File: config.mk
export PLATFORM = sky130hd
export DESIGN_NAME = pie_ctrl_top
export DESIGN_NICKNAME = d
export VERILOG_FILES = /design/src/hw/pie_pkg.sv /design/src/hw/pie_if.sv /design/src/hw/pie_chan_mem.sv /design/src/hw/pie_ctrl_top.sv /design/src/hw/pie_skid_buf.sv
export SDC_FILE = /design/constraint.sdc
export NUM_CORES = 2
export LEC_CHECK = 0
export ABC_AREA = 0
export CORE_UTILIZATION = 50
export CTS_CLUSTER_SIZE = 8
export DETAILED_ROUTE_END_ITERATION = 16
export DONT_BUFFER_PORTS = 1
export SYNTH_ARGS = -nofsm -noshare
export SYNTH_HDL_FRONTEND = slang
export SYNTH_SLANG_ARGS = --single-unit
File: constraint.sdc
create_clock -name sys_clk -period 29.5 [get_ports sys_clk]
set_clock_uncertainty 0.2 [all_clocks]
set_input_delay 4.425 -clock sys_clk [delete_from_list [all_inputs] [get_ports sys_clk]]
set_output_delay 4.425 -clock sys_clk [all_outputs]
set_load 0.01 [all_outputs]
File: src/hw/pie_pkg.sv
package pie_pkg;

  localparam int PIE_NODES = 16;
  localparam int PIE_CHANNELS = 8;
  localparam int PIE_FAST_IN = 4;
  localparam int ADDR_W = 24;
  localparam int CNT_W = 8;
  localparam int PRIO_W = 4;
  localparam int VEC_W = 16;
  localparam int TRAP_W = 8;
  localparam int RESP_W = 4;

  // Node control word layout
  localparam int CTL_REQ_BIT = 0;
  localparam int CTL_EN_BIT = 1;
  localparam int CTL_PRIO_LSB = 2;
  localparam int CTL_CHEN_BIT = 6;
  localparam int CTL_CHSEL_LSB = 7;
  localparam int CH_SEL_W = 3;
  localparam int CTL_W = 10;
  localparam logic [CTL_W-1:0] CTL_RESET = 10'h000;

  localparam logic [PRIO_W-1:0] PRIO_NEVER = 4'h0;
  localparam logic [TRAP_W-1:0] NODE_TRAP_BASE = 8'h10;
  localparam logic [1:0] VEC_PAD = 2'h0;

  // Response latency in CPU clocks, and the counter load that yields it
  localparam int RESP_CACHE_CLKS = 7;
  localparam int RESP_NOCACHE_CLKS = 11;
  localparam logic [RESP_W-1:0] RESP_CACHE_LOAD = RESP_W'(RESP_CACHE_CLKS - 2);
  localparam logic [RESP_W-1:0] RESP_NOCACHE_LOAD =
    RESP_W'(RESP_NOCACHE_CLKS - 2);
  localparam logic [RESP_W-1:0] RESP_ONE = 4'h1;

  localparam logic [ADDR_W-1:0] BYTE_STEP = 24'h000001;
  localparam logic [ADDR_W-1:0] WORD_STEP = 24'h000002;
  localparam logic [ADDR_W-1:0] NO_STEP = 24'h000000;
  localparam logic [CNT_W-1:0] CNT_ONE = 8'h01;

  typedef enum logic [1:0] {EDGE_OFF, EDGE_RISE, EDGE_FALL, EDGE_BOTH}
    pie_edge_t;

  typedef enum logic [1:0] {ST_IDLE, ST_WAIT, ST_CH} pie_state_t;

  typedef struct packed {
    logic [ADDR_W-1:0] src;
    logic [ADDR_W-1:0] dst;
    logic [CNT_W-1:0] cnt;
    logic inc_src;
    logic inc_dst;
    logic word;
    logic cont;
  } pie_chan_t;

  typedef struct packed {
    logic [ADDR_W-1:0] src;
    logic [ADDR_W-1:0] dst;
    logic word;
  } pie_xfer_t;

endpackage

File: src/hw/pie_if.sv
`timescale 1ns/1ps
interface pie_mem_if #(parameter int AW = 3, parameter int DW = 60);
  logic wr_en;
  logic [AW-1:0] wr_addr;
  logic [DW-1:0] wr_data;
  logic rd_en;
  logic [AW-1:0] rd_addr;
  logic [DW-1:0] rd_data;
  modport ctrl (output wr_en, wr_addr, wr_data, rd_en, rd_addr,
                input rd_data);
  modport mem (input wr_en, wr_addr, wr_data, rd_en, rd_addr,
               output rd_data);
endinterface // pie_mem_if

interface pie_stream_if #(parameter int W = 49);
  logic valid;
  logic ready;
  logic [W-1:0] data;
  modport src (output valid, data, input ready);
  modport snk (input valid, data, output ready);
endinterface // pie_stream_if

File: src/hw/pie_chan_mem.sv
`timescale 1ns/1ps
module pie_chan_mem #(
  parameter int DEPTH = 8,
  parameter int AW = 3,
  parameter int DW = 60
) (
  input wire logic sys_clk,
  input wire logic sys_rst,
  pie_mem_if.mem port
);

  logic [DW-1:0] mem_q [DEPTH];
  logic [DW-1:0] rd_q;

  // Contents are not reset: software configures a channel before use
  always_ff @(posedge sys_clk)
  begin
    if (port.wr_en)
    begin
      mem_q[port.wr_addr] <= port.wr_data;
    end
  end

  always_ff @(posedge sys_clk)
  begin
    if (sys_rst)
    begin
      rd_q <= '0;
    end
    else if (port.rd_en)
    begin
      rd_q <= mem_q[port.rd_addr];
    end
  end

  assign port.rd_data = rd_q;

endmodule // pie_chan_mem

File: src/hw/pie_ctrl_top.sv
// Functional notes
// - Interrupt entry follows the decision by 7 clocks with jump cache, else 11.
// - Each node is routed either to the vectored controller or to a channel.
// - A channel service steals one cycle and never enters a service routine.
// - A service moves one byte or word and steps the pointers as configured.
// - Every service decrements the channel counter except in continuous mode.
// - A channel whose counter is zero raises the node's standard interrupt.
// - Eight channels each hold their own pointers and transfer counter.
// - Every node has a control word with request, enable and priority.
// - Each node may be set to one of sixteen priority levels.
// - A node preempts the running service level only with a strictly higher priority; a trap is taken at any level.
// - Each node branches to its own dedicated vector.
// - Fast inputs detect rising, falling or both edges as configured.
// - A trap request carries a number that selects its vector.
// - Software setting a node request flag raises that node's request.
`timescale 1ns/1ps
module pie_ctrl_top
  import pie_pkg::*;
#(
  parameter int NODES = PIE_NODES,
  parameter int CHANNELS = PIE_CHANNELS,
  parameter int FAST_IN = PIE_FAST_IN,
  parameter int NIW = $clog2(NODES)
) (
  input wire logic sys_clk,
  input wire logic sys_rst,
  input wire logic [NODES-1:0] periph_req,
  input wire logic [FAST_IN-1:0] ext_irq_pin,
  input wire pie_edge_t [FAST_IN-1:0] ext_edge_sel,
  input wire logic node_wr_en,
  input wire logic [NIW-1:0] node_wr_idx,
  input wire logic [CTL_W-1:0] node_wr_data,
  input wire logic [NIW-1:0] node_rd_idx,
  output logic [CTL_W-1:0] node_rd_data_q,
  output logic [NODES-1:0] node_request_flag_q,
  input wire logic ch_wr_en,
  input wire logic [CH_SEL_W-1:0] ch_wr_idx,
  input wire pie_chan_t ch_wr_data,
  input wire logic jump_cache_en,
  input wire logic trap_valid,
  input wire logic [TRAP_W-1:0] trap_num,
  input wire logic cpu_ret,
  input wire logic [PRIO_W-1:0] cpu_ret_level,
  output logic cpu_int_entry_q,
  output logic [VEC_W-1:0] cpu_int_vector_q,
  output logic [PRIO_W-1:0] cpu_int_level_q,
  output logic cpu_steal_q,
  output logic xfer_valid,
  input wire logic xfer_ready,
  output logic [ADDR_W-1:0] xfer_src,
  output logic [ADDR_W-1:0] xfer_dst,
  output logic xfer_word
);

  localparam int CHW = $bits(pie_chan_t);
  localparam int XW = $bits(pie_xfer_t);

  pie_mem_if #(.AW(CH_SEL_W), .DW(CHW)) chm ();
  pie_stream_if #(.W(XW)) xin ();
  pie_stream_if #(.W(XW)) xout ();

  pie_state_t st_q, st_d;
  logic [RESP_W-1:0] cnt_q, cnt_d;
  logic [NIW-1:0] sel_node_q;
  logic [PRIO_W-1:0] sel_prio_q;
  logic [CH_SEL_W-1:0] sel_ch_q;
  logic sel_trap_q;
  logic [TRAP_W-1:0] sel_trapnum_q;
  logic trap_pend_q;
  logic [TRAP_W-1:0] trap_num_q;
  logic [FAST_IN-1:0] ext_s1_q, ext_s2_q, ext_s3_q;
  logic [CTL_W-1:0] ctl_q [NODES];

  // Pins pass two flops against metastability; a third gives the edge
  wire [FAST_IN-1:0] ext_rise = ext_s2_q & ~ext_s3_q;
  wire [FAST_IN-1:0] ext_fall = ~ext_s2_q & ext_s3_q;

  wire [NODES-1:0] hw_set;
  wire [NODES-1:0] clr_node;
  wire [PRIO_W-1:0] best_p [NODES+1];
  wire [NIW-1:0] best_i [NODES+1];
  assign best_p[0] = PRIO_NEVER;
  assign best_i[0] = '0;

  wire [FAST_IN-1:0] ext_hit;
  for (genvar f = 0; f < FAST_IN; f++)
  begin : g_fast
    assign ext_hit[f] =
      ((ext_edge_sel[f] == EDGE_RISE) && ext_rise[f]) ||
      ((ext_edge_sel[f] == EDGE_FALL) && ext_fall[f]) ||
      ((ext_edge_sel[f] == EDGE_BOTH) && (ext_rise[f] || ext_fall[f]));
  end
  assign hw_set = periph_req | NODES'(ext_hit);

  for (genvar g = 0; g < NODES; g++)
  begin : g_node
    wire wr_me = node_wr_en && (node_wr_idx == NIW'(g));
    wire [PRIO_W-1:0] prio = ctl_q[g][CTL_PRIO_LSB +: PRIO_W];
    // Hardware set wins over the acceptance clear and over software
    wire req_d = (wr_me ? node_wr_data[CTL_REQ_BIT]
                        : (ctl_q[g][CTL_REQ_BIT] && !clr_node[g]))
                 || hw_set[g];
    wire cand = ctl_q[g][CTL_REQ_BIT] && ctl_q[g][CTL_EN_BIT] &&
                (prio != PRIO_NEVER);
    // Strict compare: the lower node index wins a tie
    assign best_p[g+1] = (cand && prio > best_p[g]) ? prio : best_p[g];
    assign best_i[g+1] = (cand && prio > best_p[g]) ? NIW'(g) : best_i[g];
    assign node_request_flag_q[g] = ctl_q[g][CTL_REQ_BIT];

    always_ff @(posedge sys_clk)
    begin
      if (sys_rst)
        ctl_q[g] <= CTL_RESET;
      else
      begin
        if (wr_me)
          ctl_q[g] <= node_wr_data;
        ctl_q[g][CTL_REQ_BIT] <= req_d;
      end
    end
  end

  wire [PRIO_W-1:0] win_prio = best_p[NODES];
  wire [NIW-1:0] win_node = best_i[NODES];
  wire [CTL_W-1:0] win_ctl = ctl_q[win_node];
  wire win_chen = win_ctl[CTL_CHEN_BIT];
  wire [CH_SEL_W-1:0] win_ch = win_ctl[CTL_CHSEL_LSB +: CH_SEL_W];
  wire win_ok = win_prio > cpu_int_level_q;
  wire idle = (st_q == ST_IDLE);
  wire go_trap = idle && trap_pend_q;
  wire go_node = idle && !trap_pend_q && win_ok;
  wire go_chan = go_node && win_chen;

  pie_chan_t chd;
  assign chd = pie_chan_t'(chm.rd_data);
  wire in_ch = (st_q == ST_CH);
  wire ch_zero = (chd.cnt == '0);
  wire start_wait = go_trap || (go_node && !win_chen) ||
                    (in_ch && ch_zero);
  wire entry_d = (st_q == ST_WAIT) && (cnt_q == '0);
  wire push = xin.valid && xin.ready;

  wire [ADDR_W-1:0] step = chd.word ? WORD_STEP : BYTE_STEP;
  pie_chan_t ch_next;
  assign ch_next.src = chd.src + (chd.inc_src ? step : NO_STEP);
  assign ch_next.dst = chd.dst + (chd.inc_dst ? step : NO_STEP);
  assign ch_next.cnt = chd.cont ? chd.cnt : chd.cnt - CNT_ONE;
  assign {ch_next.inc_src, ch_next.inc_dst, ch_next.word, ch_next.cont} =
    {chd.inc_src, chd.inc_dst, chd.word, chd.cont};

  // Write-back owns the port; a same-cycle software write is dropped
  assign chm.wr_en = push || ch_wr_en;
  assign chm.wr_addr = push ? sel_ch_q : ch_wr_idx;
  assign chm.wr_data = push ? ch_next : ch_wr_data;
  assign chm.rd_en = go_chan;
  assign chm.rd_addr = win_ch;

  assign xin.valid = in_ch && !ch_zero;
  assign xin.data = {chd.src, chd.dst, chd.word};

  wire [NODES-1:0] sel_onehot = NODES'(1) << sel_node_q;
  assign clr_node = (push || (entry_d && !sel_trap_q)) ? sel_onehot : '0;

  wire [TRAP_W-1:0] node_trap = NODE_TRAP_BASE + TRAP_W'(sel_node_q);
  wire [VEC_W-1:0] vec_d = sel_trap_q ? VEC_W'({sel_trapnum_q, VEC_PAD})
                                      : VEC_W'({node_trap, VEC_PAD});
  wire [RESP_W-1:0] resp_load = jump_cache_en ? RESP_CACHE_LOAD
                                              : RESP_NOCACHE_LOAD;

  always_comb
  begin
    st_d = st_q;
    unique case (st_q)
      ST_IDLE:
        if (go_trap || (go_node && !win_chen))
          st_d = ST_WAIT;
        else if (go_chan)
          st_d = ST_CH;
      ST_WAIT:
        if (entry_d)
          st_d = ST_IDLE;
      ST_CH:
        if (ch_zero)
          st_d = ST_WAIT;
        else if (push)
          st_d = ST_IDLE;
      default:
        st_d = ST_IDLE;
    endcase
  end

  assign cnt_d = start_wait ? resp_load
               : ((st_q == ST_WAIT && cnt_q != '0) ? cnt_q - RESP_ONE
                                                   : cnt_q);

  always_ff @(posedge sys_clk)
  begin
    if (sys_rst)
    begin
      st_q <= ST_IDLE;
      cnt_q <= '0;
      sel_node_q <= '0;
      sel_prio_q <= PRIO_NEVER;
      sel_ch_q <= '0;
      sel_trap_q <= 1'b0;
      sel_trapnum_q <= '0;
      trap_pend_q <= 1'b0;
      trap_num_q <= '0;
      cpu_int_entry_q <= 1'b0;
      cpu_int_vector_q <= '0;
      cpu_int_level_q <= PRIO_NEVER;
      cpu_steal_q <= 1'b0;
      node_rd_data_q <= CTL_RESET;
      {ext_s3_q, ext_s2_q, ext_s1_q} <= '0;
    end
    else
    begin
      {ext_s3_q, ext_s2_q, ext_s1_q} <= {ext_s2_q, ext_s1_q, ext_irq_pin};
      st_q <= st_d;
      cnt_q <= cnt_d;
      if (idle)
      begin
        sel_node_q <= win_node;
        sel_prio_q <= win_prio;
        sel_ch_q <= win_ch;
        sel_trap_q <= trap_pend_q;
        sel_trapnum_q <= trap_num_q;
      end
      trap_pend_q <= trap_valid || (trap_pend_q && !(entry_d && sel_trap_q));
      if (trap_valid)
        trap_num_q <= trap_num;
      cpu_int_entry_q <= entry_d;
      if (entry_d)
        cpu_int_vector_q <= vec_d;
      if (entry_d && !sel_trap_q)
        cpu_int_level_q <= sel_prio_q;
      else if (cpu_ret)
        cpu_int_level_q <= cpu_ret_level;
      cpu_steal_q <= push;
      node_rd_data_q <= ctl_q[node_rd_idx];
    end
  end

  pie_chan_mem #(.DEPTH(CHANNELS), .AW(CH_SEL_W), .DW(CHW)) u_mem (
    .sys_clk(sys_clk),
    .sys_rst(sys_rst),
    .port(chm)
  );

  pie_skid_buf #(.W(XW)) u_buf (
    .sys_clk(sys_clk),
    .sys_rst(sys_rst),
    .in_s(xin),
    .out_s(xout)
  );

  assign xout.ready = xfer_ready;
  assign xfer_valid = xout.valid;
  assign {xfer_src, xfer_dst, xfer_word} = xout.data;
endmodule // pie_ctrl_top

File: src/hw/pie_skid_buf.sv
`timescale 1ns/1ps
module pie_skid_buf #(
  parameter int W = 49
) (
  input wire logic sys_clk,
  input wire logic sys_rst,
  pie_stream_if.snk in_s,
  pie_stream_if.src out_s
);

  logic [W-1:0] head_q;
  logic [W-1:0] skid_q;
  logic head_v_q;
  logic skid_v_q;

  wire push = in_s.valid && !skid_v_q;
  wire head_free = !head_v_q || out_s.ready;

  // Ready comes from a flop so the source never sees a combinational path
  always_ff @(posedge sys_clk)
  begin
    if (sys_rst)
    begin
      head_v_q <= 1'b0;
      skid_v_q <= 1'b0;
      head_q <= '0;
      skid_q <= '0;
    end
    else if (head_free)
    begin
      head_v_q <= skid_v_q || push;
      head_q <= skid_v_q ? skid_q : in_s.data;
      skid_v_q <= 1'b0;
    end
    else if (push)
    begin
      skid_v_q <= 1'b1;
      skid_q <= in_s.data;
    end
  end

  assign in_s.ready = !skid_v_q;
  assign out_s.valid = head_v_q;
  assign out_s.data = head_q;

endmodule // pie_skid_buf

==> results by group <==
STA
  – Fmax: 0.0358 GHz
  – Slew Viols, Final: 0
  – Final setup fails: 0
  – Actual slew at the worst max-slew pin: 1.16 ns
  – WHS: 0.239 ns
  – Min Tclk post-route: 27.96 ns
  – Worst slew margin: 22.1%
  – Hold violation count in the final report: 0
  – Worst Setup Slack, final: 1.54 ns
  – Fin crit share: 94.8%

Floorplan
  – Num rows: 105
  – Die X: 290 um
  – Die area: 83,900 um^2
  – Die Y: 290 um
  – IO Pins: 227
  – Placeable core area: 82,000 um^2
  – Starting density of the core: 50.5%

Global routing
  – Vias in the first global route: 27.4k
  – All-Layer GR Usage: 27.1%
  – Largest net degree at the start of global routing: 274
  – First-pass GRT wire length: 171 mm
  – Initial antenna violation count: 5
  – GRT Residual Overflow: 0

Drt
  – Vias/cell: 5.98
  – Antenna Nets Post-Route: 0
  – Post-DR wirelength/cell: 24.5 um
  – DRC: 0
  – Initial DRC count: 2,296
  – Via Count: 28.2k
  – DRT Pass-1 Iters: 8
  – Routed WL: 116 mm

Yosys
  – Post-synthesis sequential area ratio: 57.6%
  – Syn. warnings: 0
  – Main synth FF type: edfxtp_1
  – Post-Syn Instances: 3,504
  – Yosys top cell area share: 46.5%
  – Yosys cell types: 106
  – Ys async rst share: 0%
  – Syn Std Cell Area: 41,400 um^2
  – Syn avg cell area: 11.8 um^2
  – Yosys reg bits: 871
  – Synth area leader: edfxtp_1
  – Top cells by area, synth: edfxtp_1 (46%), dfxtp_1 (11%), mux2i_1 (8.7%)
  – Number of synthesized flops with an enable pin: 640

Finish
  – Area taken by multi-input logic gates: 16,400 um^2
  – Synthesis-to-layout area growth: 13.4%
  – Filler Cells Inserted: 6,747
  – Layout cells sized above 1: 12.0%
  – Commonest cells after routing, fill and taps aside: edfxtp_1 (640), mux2i_1 (354), nand2_1 (340)
  – Register area: 23,800 um^2
  – Post-Layout Cell Count: 4,713
  – Final nets: 3,732
  – Layout Utilization: 57.2%
  – Most common library cell in the layout ignoring fill and taps: edfxtp_1

Critical path
  – Worst endpoint required time: 29.93 ns
  – Max incr delay on CP: 0.55 ns
  – Most used cell, CP: ha_1
  – Crit. End Element: flip-flop
  – Crit path DAT: 28.38 ns
  – Critical Path Fanout Max: 9
  – Crit path launch type: flip-flop
  – CP max stage cell: edfxtp_1
  – Type of the worst setup path: reg -> reg

CTS
  – Num CTS Buffers: 119
  – Clock root cell: clkbuf_16
  – TritonCTS clock tree: yes
  – Clk Latency, worst-skew pair: 0.70 ns
  – CTS Sinks: 871
  – H-tree Lvls: 3
  – Clock transition time at the flip-flop clock pins of the worst setup and hold paths: 0.05 ns
  – Deepest clock path buffer count: 3

Placed design
  – DP Cell Count: 4,441
  – Hpwl dp: 76.3 mm
  – I/O Buffers: 0
  – GP Congestion: 0.960
  – Place WS: -0.570 ns

Worst hold path
  – Worst hold-check path type: reg -> reg

Outcome
  – Status: completed

Run
  – Maximum capacitance violations: 0

Power
  – PwrDens: 122 nW/um^2
  – Peak supply drop: 194 uV
  – Lkg Pwr: 17.1 nW
==> per-stage QoR <==
step           total power [W]  area, um^2  TNS [ns]
3_5_place_dp           0.00433       42700    -28.91
6_report               0.00574       46900         0
3_3_place_gp           0.00429       42700         0
5_1_grt                0.00604       46900    -14.72
2_1_floorplan          0.00349       41400         0
4_1_cts                0.00563       46300         0
==> cell type report <==
class	instances	area share (%)
flip-flops and latches	871	50.8
multi-input cells	2319	35.1
clock buffers	219	7.32
repair buffers	136	2.96
well taps	1070	2.85
inverters	90	0.720
clock inverters	4	0.213
diodes	4	0.0213
==> routing by layer <==
| layer | part of all wire [%] | GRT usage (%) |
|---|---|---|
| met1 | 41 | 34.3 |
| met2 | 50 | 47.1 |
| met3 | 5.5 | 4.00 |
| met4 | 3.8 | 10.2 |
| met5 | 0.021 | 0 |
==> registers in the layout (all words and copies together), names as in the netlist, 2 cells and up <==
name	flops
u_mem.mem_q	480
ctl_q	160
u_mem.port.rd_data	60
u_buf.out_s.data	49
u_buf.skid_q	49
node_rd_data_q	10
cpu_int_vector_q	8
sel_trapnum_q	8
trap_num_q	8
cnt_q	4
cpu_int_level_q	4
ext_s1_q	4
ext_s2_q	4
ext_s3_q	4
sel_node_q	4
sel_prio_q	4
sel_ch_q	3
st_q	2
==> worst paths after layout <==
path,start,to,slack [ns],cells after the start
max,ctl_q[0][0]$_DFFE_PP_,u_mem.port.rd_data[31]$_SDFFE_PP0P_,1.54,141
min reg2reg,ext_s1_q[2]$_SDFF_PP0_,ext_s2_q[2]$_SDFF_PP0_,0.24,1
min,ext_s1_q[2]$_SDFF_PP0_,ext_s2_q[2]$_SDFF_PP0_,0.24,1
max reg2reg,ctl_q[0][0]$_DFFE_PP_,u_mem.port.rd_data[31]$_SDFFE_PP0P_,1.54,141
==> logic make-up after synthesis <==
kind of cell	count (synthesis)	share of synthesized area [%]
buffers and inverters	336	3.70
AOI/OAI and AO/OA	590	9.76
and+or+nand+nor	1151	13.6
DFF	871	57.6
other	2	0.0182
adders and majority gates	67	2.06
muxes	426	11.9
xor gates and xnor gates	61	1.29
==> Yosys cell counts (all sizes together), types with 14 or more instances <==
cell type  instances
mux2              14
dfxtp            231
o21ai            106
mux2i            360
xnor2             20
xor2              41
inv               90
mux4              52
clkbuf           138
nor4              15
a21o              14
a211o             14
o211ai            55
nand4             26
nor2             249
buf              108
nor2b             49
nand2            344
a211oi           140
ha                64
nand3            179
and3              28
edfxtp           640
nor3              17
a31oi             23
nand2b            25
a21oi            154
and2             153
==> power breakdown <==
| group | leakage [nW] | internal [W] | total (W) | switching (W) |
|---|---|---|---|---|
| sequential | 7.79 | 0.00142 | 0.00150 | 0.0000849 |
| combinational | 7.60 | 0.00132 | 0.00295 | 0.00162 |
| clock | 1.67 | 0.000775 | 0.00129 | 0.000513 |
| total | 17.1 | 0.00352 | 0.00574 | 0.00222 |
==> worst max-delay path, delay by kind of cell, from the launching register on <==
| family | cells | cell delay (ns) |
|---|---|---|
| compound gates | 48 | 8.49 |
| buf+inv | 16 | 1.57 |
| flops | 1 | 0.55 |
| simple gates | 52 | 9.58 |
| fa+ha+maj | 17 | 4.81 |
| mux | 8 | 2.68 |
==> timing repair <==
item | in CTS | in global routing
resized for setup | 7 | 62
pin swaps | 1 | 19
hold buffers | 0 | 0
cloned | 0 | 2
setup buffers | 1 | 42
endpoints found under the setup margin | 67 | 77
Power figures use the tool's default switching activity.
